[config.mk]
export PLATFORM = sky130hd
export DESIGN_NAME = dpc_phy
export DESIGN_NICKNAME = d
export VERILOG_FILES = /design/src/dpc_pkg.sv /design/src/dpc_fifo.sv /design/src/dpc_phy.sv
export SDC_FILE = /design/constraint.sdc
export NUM_CORES = 1
export LEC_CHECK = 0
export ABC_CLOCK_PERIOD_IN_PS = 5360
export BUFFER_PORTS_ARGS = -buffer_cell sky130_fd_sc_hd__buf_2
export CORE_MARGIN = 2
export CORE_UTILIZATION = 45
export DETAILED_ROUTE_END_ITERATION = 10
export PLACE_DENSITY = 0.7
export REMOVE_ABC_BUFFERS = 1
export SYNTH_ARGS = -nofsm -noshare
export SYNTH_HDL_FRONTEND = slang
export SYNTH_SLANG_ARGS = --single-unit
[constraint.sdc]
create_clock -name i_clk -period 5.36 [get_ports i_clk]
set_input_delay 0 -clock i_clk [delete_from_list [all_inputs] [get_ports i_clk]]
set_output_delay 0 -clock i_clk [all_outputs]
set_load 0.02 [all_outputs]
[src/dpc_pkg.sv]
package dpc_pkg;
    // geometry
    localparam int MEM_DW       = 8;
    localparam int RATE         = 2;
    localparam int LOC_DW       = MEM_DW * 2 * RATE;
    localparam int FIFO_DEPTH   = 16;
    localparam int LAT_W        = 5;
    // latencies shown after calibration passes, and before it
    localparam logic [4:0] WLAT_BASE = 5'h02;
    localparam logic [4:0] RLAT_BASE = 5'h0f;
    localparam logic [4:0] WLAT_RST  = 5'h00;
    localparam logic [4:0] RLAT_RST  = 5'h00;
    // calibration and reset release timing
    localparam int INIT_NS      = 200000;
    localparam int CLK_NS       = 10;
    localparam int INIT_CYC     = (INIT_NS + CLK_NS - 1) / CLK_NS;
    localparam int CAL_READS    = 8;
    localparam int CAL_RD_GAP   = 4;
    localparam int RST_SYNC     = 2;
    localparam int RST_HOLD     = 4;

    typedef enum {
        DPC_CAL_RESET,
        DPC_CAL_INIT,
        DPC_CAL_READ,
        DPC_CAL_WAIT,
        DPC_CAL_DONE_OK,
        DPC_CAL_DONE_FAIL
    } dpc_cal_e;

    // one half-rate command cycle from the controller
    typedef struct packed {
        logic [1:0]        cs_n;
        logic [1:0]        dqs_burst;
        logic [1:0]        wdata_valid;
        logic [1:0]        doing_rd;
        logic [LOC_DW-1:0] wdata;
    } dpc_ctl_s;

    // one memory-side beat pair handed to the pad logic
    typedef struct packed {
        logic              cs_n;
        logic              dqs_en;
        logic              dq_oe;
        logic [2*MEM_DW-1:0] dq;
    } dpc_beat_s;

    // a read slot returned to the controller
    typedef struct packed {
        logic [1:0]        valid;
        logic [LOC_DW-1:0] data;
    } dpc_rd_s;
endpackage

[src/dpc_fifo.sv]
`timescale 1ns/1ps
module dpc_fifo #(
    parameter int WIDTH = 8,
    parameter int DEPTH = 16
) (
    input  wire logic             i_clk,
    input  wire logic             i_srst,
    input  wire logic             i_in_valid,
    output logic                  o_in_ready,
    input  wire logic [WIDTH-1:0] i_in_data,
    output logic                  o_out_valid,
    input  wire logic             i_out_ready,
    output logic [WIDTH-1:0]      o_out_data
);
    localparam int AW = $clog2(DEPTH);

    initial begin
        if (DEPTH < 2 || (1 << AW) != DEPTH) begin
            $error("dpc_fifo: depth must be a power of two, at least 2");
        end
    end

    logic [WIDTH-1:0] mem_r [DEPTH];
    logic [AW:0]      wptr_r;
    logic [AW:0]      rptr_r;
    logic             full;
    logic             empty;
    logic             push;
    logic             pop;

    // an extra pointer bit tells full from empty
    assign full  = (wptr_r[AW] != rptr_r[AW]) && (wptr_r[AW-1:0] == rptr_r[AW-1:0]);
    assign empty = (wptr_r == rptr_r);
    assign push  = i_in_valid && !full;
    assign pop   = i_out_ready && !empty;

    assign o_in_ready  = !full;
    assign o_out_valid = !empty;
    assign o_out_data  = mem_r[rptr_r[AW-1:0]];

    // storage
    always_ff @(posedge i_clk) begin
        if (push) begin
            mem_r[wptr_r[AW-1:0]] <= i_in_data;
        end
    end

    // pointers
    always_ff @(posedge i_clk) begin
        if (i_srst) begin
            wptr_r <= '0;
            rptr_r <= '0;
        end else begin
            if (push) begin
                wptr_r <= wptr_r + 1'b1;
            end
            if (pop) begin
                rptr_r <= rptr_r + 1'b1;
            end
        end
    end
endmodule

[src/dpc_phy.sv]
`timescale 1ns/1ps
module dpc_phy #(
    parameter int MEM_DW     = dpc_pkg::MEM_DW,
    parameter int FIFO_DEPTH = dpc_pkg::FIFO_DEPTH,
    parameter int INIT_CYC   = dpc_pkg::INIT_CYC,
    parameter logic [4:0] WLAT_CAL = dpc_pkg::WLAT_BASE,
    parameter logic [4:0] RLAT_CAL = dpc_pkg::RLAT_BASE
) (
    input  wire logic                        i_clk,
    input  wire logic                        i_srst,
    input  wire logic                        i_soft_reset_n,
    input  wire dpc_pkg::dpc_ctl_s           i_ctl,
    output logic                             o_ctl_ready,
    output logic                             o_reset_n,
    output logic                             o_cal_success,
    output logic                             o_cal_fail,
    output logic [4:0]                       o_wlat,
    output logic [4:0]                       o_rlat,
    output logic [1:0]                       o_rdata_valid,
    output logic [dpc_pkg::LOC_DW-1:0]       o_rdata,
    output logic                             o_mem_cs_n,
    output logic                             o_mem_dqs_en,
    output logic                             o_mem_dq_oe,
    output logic [MEM_DW-1:0]                o_mem_dq,
    input  wire logic [MEM_DW-1:0]           i_mem_dq,
    input  wire logic                        i_mem_cal_ok
);
    localparam int LDW = dpc_pkg::LOC_DW;
    localparam int BW  = $bits(dpc_pkg::dpc_beat_s);
    localparam int RDEPTH = 32;

    initial begin
        if (MEM_DW != dpc_pkg::MEM_DW) begin
            $error("dpc_phy: memory width must match package geometry");
        end
        if (INIT_CYC < 1) begin
            $error("dpc_phy: init count must be at least one");
        end
        if (RLAT_CAL == 5'h00) begin
            $error("dpc_phy: read latency must be at least one");
        end
    end

    // reset, sequencer and latency state
    logic [dpc_pkg::RST_SYNC-1:0] rst_sync_r;
    logic [2:0]                   hold_cnt_r;
    logic                         reset_n_r;
    logic                         seq_rst;
    dpc_pkg::dpc_cal_e            cal_r;
    logic [31:0]                  cal_cnt_r;
    logic [3:0]                   cal_rd_r;
    logic [3:0]                   cal_ok_cnt_r;
    logic                         cal_success_r;
    logic                         cal_fail_r;
    logic [4:0]                   wlat_r;
    logic [4:0]                   rlat_r;

    // release of reset is ripped through two stages before use
    always_ff @(posedge i_clk) begin
        if (i_srst) begin
            rst_sync_r <= '0;
        end else begin
            rst_sync_r <= {rst_sync_r[dpc_pkg::RST_SYNC-2:0], 1'b1};
        end
    end

    // output reset held a few cycles after the synchronised release
    always_ff @(posedge i_clk) begin
        if (i_srst || !rst_sync_r[dpc_pkg::RST_SYNC-1]) begin
            hold_cnt_r <= '0;
            reset_n_r  <= 1'b0;
        end else if (hold_cnt_r != 3'(dpc_pkg::RST_HOLD)) begin
            hold_cnt_r <= hold_cnt_r + 3'h1;
        end else begin
            reset_n_r  <= 1'b1;
        end
    end

    // sequencer is held while recalibration request is low
    assign seq_rst = !reset_n_r || !i_soft_reset_n;

    // calibration sequencer
    always_ff @(posedge i_clk) begin
        if (seq_rst) begin
            cal_r        <= dpc_pkg::DPC_CAL_RESET;
            cal_cnt_r    <= '0;
            cal_rd_r     <= '0;
            cal_ok_cnt_r <= '0;
        end else begin
            case (cal_r)
                dpc_pkg::DPC_CAL_RESET: begin
                    cal_r     <= dpc_pkg::DPC_CAL_INIT;
                    cal_cnt_r <= '0;
                end
                dpc_pkg::DPC_CAL_INIT: begin
                    // memory power-up wait before first calibration read
                    if (cal_cnt_r == 32'(INIT_CYC - 1)) begin
                        cal_r     <= dpc_pkg::DPC_CAL_READ;
                        cal_cnt_r <= '0;
                    end else begin
                        cal_cnt_r <= cal_cnt_r + 32'h1;
                    end
                end
                dpc_pkg::DPC_CAL_READ: begin
                    // one calibration read; result sampled from the pad side
                    cal_rd_r  <= cal_rd_r + 4'h1;
                    cal_r     <= dpc_pkg::DPC_CAL_WAIT;
                    cal_cnt_r <= '0;
                    if (i_mem_cal_ok) begin
                        cal_ok_cnt_r <= cal_ok_cnt_r + 4'h1;
                    end
                end
                dpc_pkg::DPC_CAL_WAIT: begin
                    if (cal_cnt_r == 32'(dpc_pkg::CAL_RD_GAP - 1)) begin
                        if (cal_rd_r == 4'(dpc_pkg::CAL_READS)) begin
                            // every read must pass for a good result
                            cal_r <= (cal_ok_cnt_r == 4'(dpc_pkg::CAL_READS)) ?
                                     dpc_pkg::DPC_CAL_DONE_OK : dpc_pkg::DPC_CAL_DONE_FAIL;
                        end else begin
                            cal_r <= dpc_pkg::DPC_CAL_READ;
                        end
                    end else begin
                        cal_cnt_r <= cal_cnt_r + 32'h1;
                    end
                end
                dpc_pkg::DPC_CAL_DONE_OK: cal_r <= cal_r;
                dpc_pkg::DPC_CAL_DONE_FAIL: cal_r <= cal_r;
                default: cal_r <= dpc_pkg::DPC_CAL_RESET;
            endcase
        end
    end

    // result flags and advertised latencies
    always_ff @(posedge i_clk) begin
        if (seq_rst) begin
            cal_success_r <= 1'b0;
            cal_fail_r    <= 1'b0;
            wlat_r        <= dpc_pkg::WLAT_RST;
            rlat_r        <= dpc_pkg::RLAT_RST;
        end else if (cal_r == dpc_pkg::DPC_CAL_DONE_OK && !cal_success_r) begin
            cal_success_r <= 1'b1;
            wlat_r        <= WLAT_CAL;
            rlat_r        <= RLAT_CAL;
        end else if (cal_r == dpc_pkg::DPC_CAL_DONE_FAIL) begin
            cal_fail_r    <= 1'b1;
        end
    end

    // write path: half-rate cycle split into two beats into the fifo
    dpc_pkg::dpc_beat_s beat_lo;
    dpc_pkg::dpc_beat_s beat_hi;
    dpc_pkg::dpc_beat_s fifo_out;
    logic               fifo_in_ready;
    logic               fifo_out_valid;
    logic [BW-1:0]      fifo_out_raw;
    localparam int CW = $clog2(FIFO_DEPTH) + 1;
    logic               half_r;
    logic               out_half_r;
    logic               lo_go;
    logic               push_req;
    logic               pop;
    logic [CW-1:0]      cnt_r;

    // a beat that drives nothing on the pins is not worth a fifo slot
    function automatic logic beat_busy(input dpc_pkg::dpc_beat_s b);
        return !b.cs_n || b.dqs_en || b.dq_oe;
    endfunction

    // bit 0 lanes first: low two bytes in beat_lo, high two in beat_hi
    always_comb begin
        beat_lo.cs_n   = i_ctl.cs_n[0];
        beat_lo.dqs_en = i_ctl.dqs_burst[0];
        beat_lo.dq_oe  = i_ctl.wdata_valid[0];
        beat_lo.dq     = i_ctl.wdata[2*MEM_DW-1:0];
        beat_hi.cs_n   = i_ctl.cs_n[1];
        beat_hi.dqs_en = i_ctl.dqs_burst[1];
        beat_hi.dq_oe  = i_ctl.wdata_valid[1];
        beat_hi.dq     = i_ctl.wdata[LDW-1:2*MEM_DW];
    end

    // lo step starts only with room for both beats, so the hi step never stalls
    assign lo_go    = !half_r && (cnt_r <= CW'(FIFO_DEPTH - 2));
    assign push_req = half_r ? beat_busy(beat_hi) : (lo_go && beat_busy(beat_lo));
    assign pop      = fifo_out_valid && !out_half_r;

    // lo step then hi step for every controller word
    always_ff @(posedge i_clk) begin
        if (!reset_n_r) begin
            half_r <= 1'b0;
        end else if (half_r || lo_go) begin
            half_r <= !half_r;
        end
    end

    // occupancy kept here; the fifo only tells full from empty
    always_ff @(posedge i_clk) begin
        if (!reset_n_r) begin
            cnt_r <= '0;
        end else begin
            cnt_r <= cnt_r + CW'(push_req && fifo_in_ready) - CW'(pop);
        end
    end

    // memory side takes one beat per two clocks, one byte each clock
    always_ff @(posedge i_clk) begin
        if (!reset_n_r) begin
            out_half_r <= 1'b0;
        end else begin
            out_half_r <= pop;
        end
    end

    logic [BW-1:0] fifo_in;
    assign fifo_in = half_r ? beat_hi : beat_lo;

    dpc_fifo #(
        .WIDTH (BW),
        .DEPTH (FIFO_DEPTH)
    ) u_wfifo (
        .i_clk       (i_clk),
        .i_srst      (!reset_n_r),
        .i_in_valid  (push_req),
        .o_in_ready  (fifo_in_ready),
        .i_in_data   (fifo_in),
        .o_out_valid (fifo_out_valid),
        .i_out_ready (!out_half_r),
        .o_out_data  (fifo_out_raw)
    );
    assign fifo_out = fifo_out_raw;

    // ready stands through the hi step; the word is taken at its end
    logic ctl_ready_r;
    always_ff @(posedge i_clk) begin
        if (!reset_n_r) begin
            ctl_ready_r <= 1'b0;
        end else begin
            ctl_ready_r <= lo_go;
        end
    end

    // memory-side beat: one memory data byte per half of the popped beat
    logic                 mem_cs_n_r;
    logic                 mem_dqs_en_r;
    logic                 mem_dq_oe_r;
    logic [MEM_DW-1:0]    mem_dq_r;
    logic [MEM_DW-1:0]    dq_hi_r;
    always_ff @(posedge i_clk) begin
        if (!reset_n_r) begin
            mem_cs_n_r   <= 1'b1;
            mem_dqs_en_r <= 1'b0;
            mem_dq_oe_r  <= 1'b0;
            mem_dq_r     <= '0;
            dq_hi_r      <= '0;
        end else if (pop) begin
            mem_cs_n_r   <= fifo_out.cs_n;
            mem_dqs_en_r <= fifo_out.dqs_en;
            // unused halves of an unaligned burst are simply not driven
            mem_dq_oe_r  <= fifo_out.dq_oe;
            mem_dq_r     <= fifo_out.dq[MEM_DW-1:0];
            dq_hi_r      <= fifo_out.dq[2*MEM_DW-1:MEM_DW];
        end else if (out_half_r) begin
            // second byte of the same beat; command pin is one-shot
            mem_cs_n_r   <= 1'b1;
            mem_dq_r     <= dq_hi_r;
        end else begin
            mem_cs_n_r   <= 1'b1;
            mem_dqs_en_r <= 1'b0;
            mem_dq_oe_r  <= 1'b0;
        end
    end

    // read path: window flag delayed by advertised read latency
    logic [1:0]     rd_pipe_r [RDEPTH];
    logic [LDW-1:0] rdata_cap_r;
    logic [1:0]     rvalid_r;
    logic [LDW-1:0] rdata_r;

    // shift line of read window pairs, per-lane pattern kept intact
    always_ff @(posedge i_clk) begin
        if (!reset_n_r) begin
            for (int k = 0; k < RDEPTH; k++) begin
                rd_pipe_r[k] <= 2'h0;
            end
        end else begin
            rd_pipe_r[0] <= i_ctl.doing_rd;
            for (int k = 1; k < RDEPTH; k++) begin
                rd_pipe_r[k] <= rd_pipe_r[k-1];
            end
        end
    end

    // capture returning bytes into a half-rate word, low half first
    always_ff @(posedge i_clk) begin
        if (!reset_n_r) begin
            rdata_cap_r <= '0;
        end else begin
            rdata_cap_r <= {i_mem_dq, rdata_cap_r[LDW-1:MEM_DW]};
        end
    end

    // the line adds one stage and this register another, hence the tap at rlat-2
    always_ff @(posedge i_clk) begin
        if (!reset_n_r || !cal_success_r || rlat_r == 5'h00) begin
            rvalid_r <= 2'h0;
            rdata_r  <= '0;
        end else begin
            rvalid_r <= (rlat_r == 5'h01) ? i_ctl.doing_rd : rd_pipe_r[rlat_r - 5'h2];
            rdata_r  <= rdata_cap_r;
        end
    end

    assign o_ctl_ready   = ctl_ready_r;
    assign o_reset_n     = reset_n_r;
    assign o_cal_success = cal_success_r;
    assign o_cal_fail    = cal_fail_r;
    assign o_wlat        = wlat_r;
    assign o_rlat        = rlat_r;
    assign o_rdata_valid = rvalid_r;
    assign o_rdata       = rdata_r;
    assign o_mem_cs_n    = mem_cs_n_r;
    assign o_mem_dqs_en  = mem_dqs_en_r;
    assign o_mem_dq_oe   = mem_dq_oe_r;
    assign o_mem_dq      = mem_dq_r;
endmodule

==> results of run 1 <==
==> per-layer routing <==
metal | track usage (%) | up-vias | part of all wire (%)
met1 | 23.0 | 5198 | 43
met3 | 3.59 | 61 | 5.5
met5 | 0 | - | 0
met2 | 30.0 | 320 | 49
met4 | 5.26 | 0 | 2.2
li1 | - | 4761 | -
==> cell type report <==
class                           count  area share (%)
Multi-Input combinational cell    611            24.9
Timing Repair Buffer              168            5.03
Tap cell                          532            3.05
Sequential cell                   490            58.9
Clock inverter                     14           0.807
Inverter                           30           0.515
Clock buffer                       78            6.79
==> cells by family after synthesis <==
group,count (synthesis),share of synthesized area (%)
flops,490,68.4
other cells,1,0.0200
compound gates,75,2.80
fa+ha+maj,21,1.44
simple gates,331,9.59
mux,129,12.5
xor+xnor,50,2.33
buf+inv,102,2.92
==> stage by stage <==
stage | setup slack, ps | power [mW] | std cells | cell area, sq um | hold slack [ps]
2_1_floorplan | 1600 | 4.15 | 1131 | 18400 | 71.6
3_3_place_gp | 2430 | 4.19 | 1791 | 19800 | 178
3_5_place_dp | 2350 | 4.19 | 1791 | 19800 | 174
4_1_cts | 2330 | 7.67 | 1923 | 21800 | 1.53
5_1_grt | 2110 | 7.83 | 1923 | 21800 | 34.3
6_report | 2330 | 7.59 | 1923 | 21800 | 30.1
==> layout by cell type (no fill, tap or decap), types with 10 or more instances in the layout <==
master and n:
edfxtp_1 304, dfxtp_1 182, buf_2 105, and2_1 72, mux4_2 63, nor2_1 61
nand2_1 51, clkbuf_16 50, and3_1 44, dlygate4sd3_1 40, xnor2_1 32, mux2_2 31
inv_1 30, buf_4 23, mux2i_1 21, ha_1 20, xor2_1 18, a21oi_1 18
nor3_1 15, o21ai_1 15, nand3_1 14, mux4_1 14, clkbuf_1 13, nor2b_1 12
clkbuf_8 12, nor2_2 11, nor4_1 10
==> sequential cells by signal, indices dropped and copies added (netlist names), 3 cells and up, named ones only <==
| register | count |
|---|---|
| rd_pipe_r | 28 |
| cal_ok_cnt_r | 4 |
| dq_hi_r | 8 |
| cnt_r | 5 |
| cal_r | 3 |
| hold_cnt_r | 3 |
| cal_rd_r | 4 |
| u_wfifo.mem_r | 304 |
| o_rdata | 32 |
| rdata_cap_r | 32 |
| u_wfifo.rptr_r | 5 |
| o_mem_dq | 8 |
| u_wfifo.wptr_r | 5 |
| cal_cnt_r | 32 |
==> power breakdown <==
group / internal, mW / switching [mW] / total (mW)
clock: 2.05 / 1.41 / 3.46
combinational: 0.0576 / 0.0677 / 0.125
sequential: 4.01 / 0.00304 / 4.01
==> worst max-delay path, stage by stage (launching register included) <==
cell and delay, ps:
dfxtp_1 590, xor2_1 180, nor4_4 470, a22oi_4 160, inv_1 90, ha_1 220
inv_1 50, ha_1 150, inv_1 50, fa_1 400, inv_1 70, a21o_1 100
a21oi_1 80, xnor2_1 130, and2_1 150
==> repair_timing <==
action / in CTS / in global routing
hold endpoints to repair: 179 / 0
hold buffers: 40 / 0
setup endpoints to repair: 0 / 0
==> path summary, 6_finish.rpt <==
check	end	cells past startpoint	start	slack, ps
setup / recovery	cnt_r[4]	14	u_wfifo.wptr_r[2]	2330
hold / removal	u_wfifo.mem_r[14][14]	2	i_ctl[14]	30
setup reg to reg	cnt_r[4]	14	u_wfifo.wptr_r[2]	2330
hold reg to reg	rd_pipe_r[2][0]	1	rd_pipe_r[1][0]	430
==> out/results.ini, run 1 <==
[logic_synthesis]
ys.flop_type=edfxtp_1
synth-edff-count=304
syn_avg_cell_area_sq_um=15.7
synth-seq-area-share_pct=68.4
yosysMostFrequentCell=edfxtp_1
synthCells=1199
synth_cell_types=63
synth_top_cell_area_share_pct=48.6
synthTopCellsByArea=edfxtp_1 49%, dfxtp_1 20%, mux4_2 7.6%
synth_area_sq_mm=0.0188
ys_warn_count=0
yosysTopAreaCell=edfxtp_1
yosys_register_bits=490
async_reset_ff_share_pct=0
synth_common_cells=304 x edfxtp_1, 186 x dfxtp_1, 72 x and2_1, 72 x nor2_1, 63 x mux4_2

[routing]
dr.pass1.iters=5
drt-initial-drc-count=698
drt_wl_total_mm=37.9
wl_per_cell_um=19.7
antenna_left=0
route.vias.total=10300
viasPerCell=5.38
drc=0

[sta]
max_freq_ghz=0.330
fin_tns_setup_ps=0
relSlewSlack_pct=25.1
finalSetupViolCount=0
final.period_utilization_pct=56.5
slew_violations=0
worst_pin_slew_ps=1120
rsz0062_at_grt=no
period_needed_ps=3030
clock_skew_ps=25.5
finalHoldViolations=0

[cts]
postCtsSetupBuffers=0
clk_pin_slew_worst_paths_ps=60
post_cts_resized=0
clk_latency_ps=590
cts_buffers=49
cts.sinks=490
cts-root-buf=clkbuf_16
cts_buffer_depth=3
cts_htree_levels=2
cts_tree=yes

[power_and_ir_drop]
peakVddDrop_uv=267
power_leakage_nw=7.71
cellPowerDensity_mw_per_mm2=347

[finish]
num-fill-cells=3284
drive_gt1_share_pct=23.9
diodes=0
area_growth_syn_to_layout_pct=16.3
seq_area_sq_mm=0.0129
nets=1423
final_core_util_pct=53.3
multiInputGateArea_sq_mm=0.00545

[floorplan]
rows=74
fp.dieW_um=208
pin_count=111
core_sq_mm=0.0410
die_h_um=208
initial_utilization_pct=45.8
die_area_sq_mm=0.0434

[global_route]
grt-ovfl-total=0
grt_pass1_vias=10400
antenna_found_initial=0
grt_max_degree=121
grt_pass1_wl_mm=59.1
grt_util_all_layers_pct=17.7

[setup_path]
crit_fanout=12
cp.required_ps=5830
cp-start-kind=flip-flop
cp-end-kind=flip-flop
worstPathArrival_ps=3500
path_class=reg2reg

[place]
dp_hpwl_mm=22.0
routabilityCongestion=0.803
portBuffers=105

[status]
status=finished, final reports clean

[flow_run]
maxCapViolCount=0

[min_path]
hp-class=in2reg

No activity file was read; power rests on OpenSTA's default activity.
==> run 2: changes to the inputs <==
Settings changed: ABC_CLOCK_PERIOD_IN_PS 5360 to 3100.
Clock period 5.36 ns to 3.1 ns, I/O delays scaled along.
==> run 2 against run 1 <==
Effect of this change:
- count of clock-buffer cells in the layout shrank 8
- cell area grew 1.2%
- combinational power grew 70%
- highest routed layer unchanged
- clock skew shrank 14 ps
- die area is the same
- hold slack lost 2.5 ps
- final cell count grew 1.8%
- sequential share of layout area shrank 0.68 points
- utilization grew 0.62 points
- largest cell class unchanged
- non-clock buffer count grew 34
- register-to-register slack lost 2000 ps
- via count grew 0.29%
==> out/results.ini, run 2 (same netlist as run 1, synthesis figures left out) <==
[routing]
route.vias.total=10400  ; +0.29%
drt_wl_total_mm=37.9  ; -0.16%
viasPerCell=5.30  ; -1.5%
drt-initial-drc-count=850  ; +22%
wl_per_cell_um=19.3  ; -1.9%
drc=0  ; unchanged
dr.pass1.iters=5  ; unchanged
antenna_left=0  ; unchanged

[finish]
drive_gt1_share_pct=25.1  ; +1.2 points
multiInputGateArea_sq_mm=0.00545  ; unchanged
nets=1458  ; +2.5%
mostFrequentLayoutCell=edfxtp_1
diodes=0  ; unchanged
fin_cells=1958  ; +1.8%
largest_reg_flops=304  ; unchanged
layout_common_cells=304 x edfxtp_1, 182 x dfxtp_1, 105 x buf_2
area_growth_syn_to_layout_pct=17.7
seq_area_sq_mm=0.0129  ; unchanged
fin_area_sq_mm=0.0221  ; +1.2%
num-fill-cells=3194  ; -2.7%

[power_and_ir_drop]
cellPowerDensity_mw_per_mm2=588  ; +69%
switchingPower_mw=2.56  ; +73%
p_seq_share_pct=53.3  ; +0.5 points
p_int_mw=10.4  ; +71%
power_leakage_nw=7.86  ; +1.9%
p_comb_share_pct=1.6  ; about the same
pwr-share-clk_pct=45.1  ; -0.4 points
swShare_pct=19.7  ; +0.24 points
peakVddDrop_uv=467  ; +75%

[global_route]
grt_max_degree=88  ; -27%
grt_pass1_wl_mm=59.2  ; +0.21%
antenna_found_initial=0  ; unchanged
grt_util_all_layers_pct=17.7  ; +0.046 points
grt-ovfl-total=0  ; unchanged
grt_pass1_vias=10500  ; +0.81%

[setup_path]
cp-start-kind=flip-flop
critPathBufInv=4  ; unchanged
r2r_end=cnt_r[4]
path_common_cell=inv_1
cp_top_family=adder cells
timing.rr.start=cnt_r[2]
r2r_slack_ps=360  ; -1970 ps
path_class=reg2reg
worstPathArrival_ps=3220  ; -280 ps
r2r_cells=15  ; +1
crit_fanout=4  ; -8
critical_path.max_stage_delay_ps=400  ; -190 ps
cp-end-kind=flip-flop
crit_path_top_delay_cell=fa_1
crit_chain=ha_1, and3b_1, o211ai_1, a22oi_4, inv_1, ha_1, inv_1, ha_1, inv_1, fa_1, inv_1, a21o_1, a21oi_1, xnor2_1, and2_1
cp.required_ps=3570  ; -2260 ps
critical_path_depth=15  ; +1

[sta]
clock_skew_ps=11.4  ; -14.1 ps
finalSetupViolCount=0  ; unchanged
slew_violations=0  ; unchanged
final.period_utilization_pct=88.5  ; +32 points
whs_ps=27.6  ; -2.48 ps
relSlewSlack_pct=31.6  ; +6.5 points
fin_tns_setup_ps=0  ; unchanged
worst_pin_slew_ps=1020  ; -99.6 ps
rsz0062_at_grt=no
finalHoldViolations=0  ; unchanged
period_needed_ps=2740  ; -286 ps
max_freq_ghz=0.365  ; +10%

[place]
dpl_cell_area_sq_mm=0.0200  ; +1.2%
dp_hpwl_mm=23.5  ; +6.4%
routabilityCongestion=0.795  ; -1.0%
dp_cells=1819  ; +1.6%
portBuffers=105  ; unchanged

[floorplan]
initial_utilization_pct=45.8  ; unchanged
rows=74  ; unchanged
core_sq_mm=0.0410  ; unchanged
die_area_sq_mm=0.0434  ; unchanged
pin_count=111  ; unchanged
fp.dieW_um=208  ; unchanged
die_h_um=208  ; unchanged

[flow_run]
maxCapViolCount=0  ; unchanged

[min_path]
min-delay-start=i_ctl[38]
hold_path_depth=2  ; unchanged
hp-class=in2reg
worstHoldEndpoint=u_wfifo.mem_r[0][18]

[cts]
post_cts_resized=0  ; unchanged
cts_htree_levels=2  ; unchanged
cts.sinks=490  ; unchanged
clk_pin_slew_worst_paths_ps=60  ; about the same
cts_tree=yes
cts_buffer_depth=3  ; unchanged
clk_latency_ps=580  ; about the same
cts_buffers=50  ; +2.0%
cts-root-buf=clkbuf_16

[status]
status=finished, final reports clean

==> run 2: changes by cell type in the layout (fill, tap and decap cells not counted), sizes merged <==
cell,change
clkinv,+7
bufinv,-1
inv,+1
clkinvlp,+2
clkbuf,-8
dlygate4sd3,+6
buf,+28
==> run 2: worst register-to-register path, cell delays in order (launching register included) <==
cell      delay (ps)
dfxtp_1          340
ha_1             210
and3b_1          210
o211ai_1         280
a22oi_4          120
inv_1             80
ha_1             220
inv_1             60
ha_1             150
inv_1             50
fa_1             400
inv_1             70
a21o_1           120
a21oi_1           70
xnor2_1          120
and2_1           150
==> run 2: layout make-up <==
| class | count | area share (%) |
|---|---|---|
| clock inverters | 23 | 0.815 |
| repair buffers | 202 | 6.31 |
| well taps | 532 | 3.01 |
| clock buffers | 70 | 6.51 |
| multi-input cells | 611 | 24.6 |
| inverters | 30 | 0.509 |
| flip-flops and latches | 490 | 58.2 |
==> run 2: worst max path at each step <==
| stage | from | to | slack [ps] |
|---|---|---|---|
| CTS | cnt_r[2] | cnt_r[4] | 350 |
| global route | cnt_r[2] | cnt_r[4] | 160 |
| global placement | cnt_r[2] | cnt_r[4] | 400 |
| detailed placement | cnt_r[2] | cnt_r[4] | 380 |
| finish | cnt_r[2] | cnt_r[4] | 360 |
| floorplan | flip-flop | o_mem_dq_oe | -660 |
==> run 2: power by group through the flow <==
| stage | logic (mW) | registers [mW] | clock network (mW) |
|---|---|---|---|
| after CTS | 0.213 | 6.93 | 6.00 |
| after global placement | 0.164 | 7.07 | 0 |
| after floorplan | 0.0961 | 7.07 | 0 |
| after global routing | 0.234 | 6.93 | 6.28 |
| after detailed placement | 0.170 | 7.07 | 0 |
| final | 0.212 | 6.93 | 5.86 |
==> run 2: what timing repair did <==
item / CTS / global route
hold buffers: 46 / 0
buffers inserted: 0 / 0
hold endpoints to repair: 285 / 0
==> run 2: stage by stage <==
stage	util [%]	total power, mW	worst slack (ps)
floorplan	-	7.17	-658
finish	53.9	13.0	358
global placement	48.8	7.24	402
global route	53.9	13.4	160
detailed placement	48.8	7.24	376
CTS	53.9	13.1	346
==> run 2: routing by layer <==
metal | track usage (%) | wire (um) | vias to the layer above
met4 | 5.90 | 963 | 0
li1 | - | - | 4824
met2 | 30.3 | 18800 | 314
met3 | 3.85 | 2360 | 69
met5 | 0 | 0 | -
met1 | 22.4 | 15800 | 5163
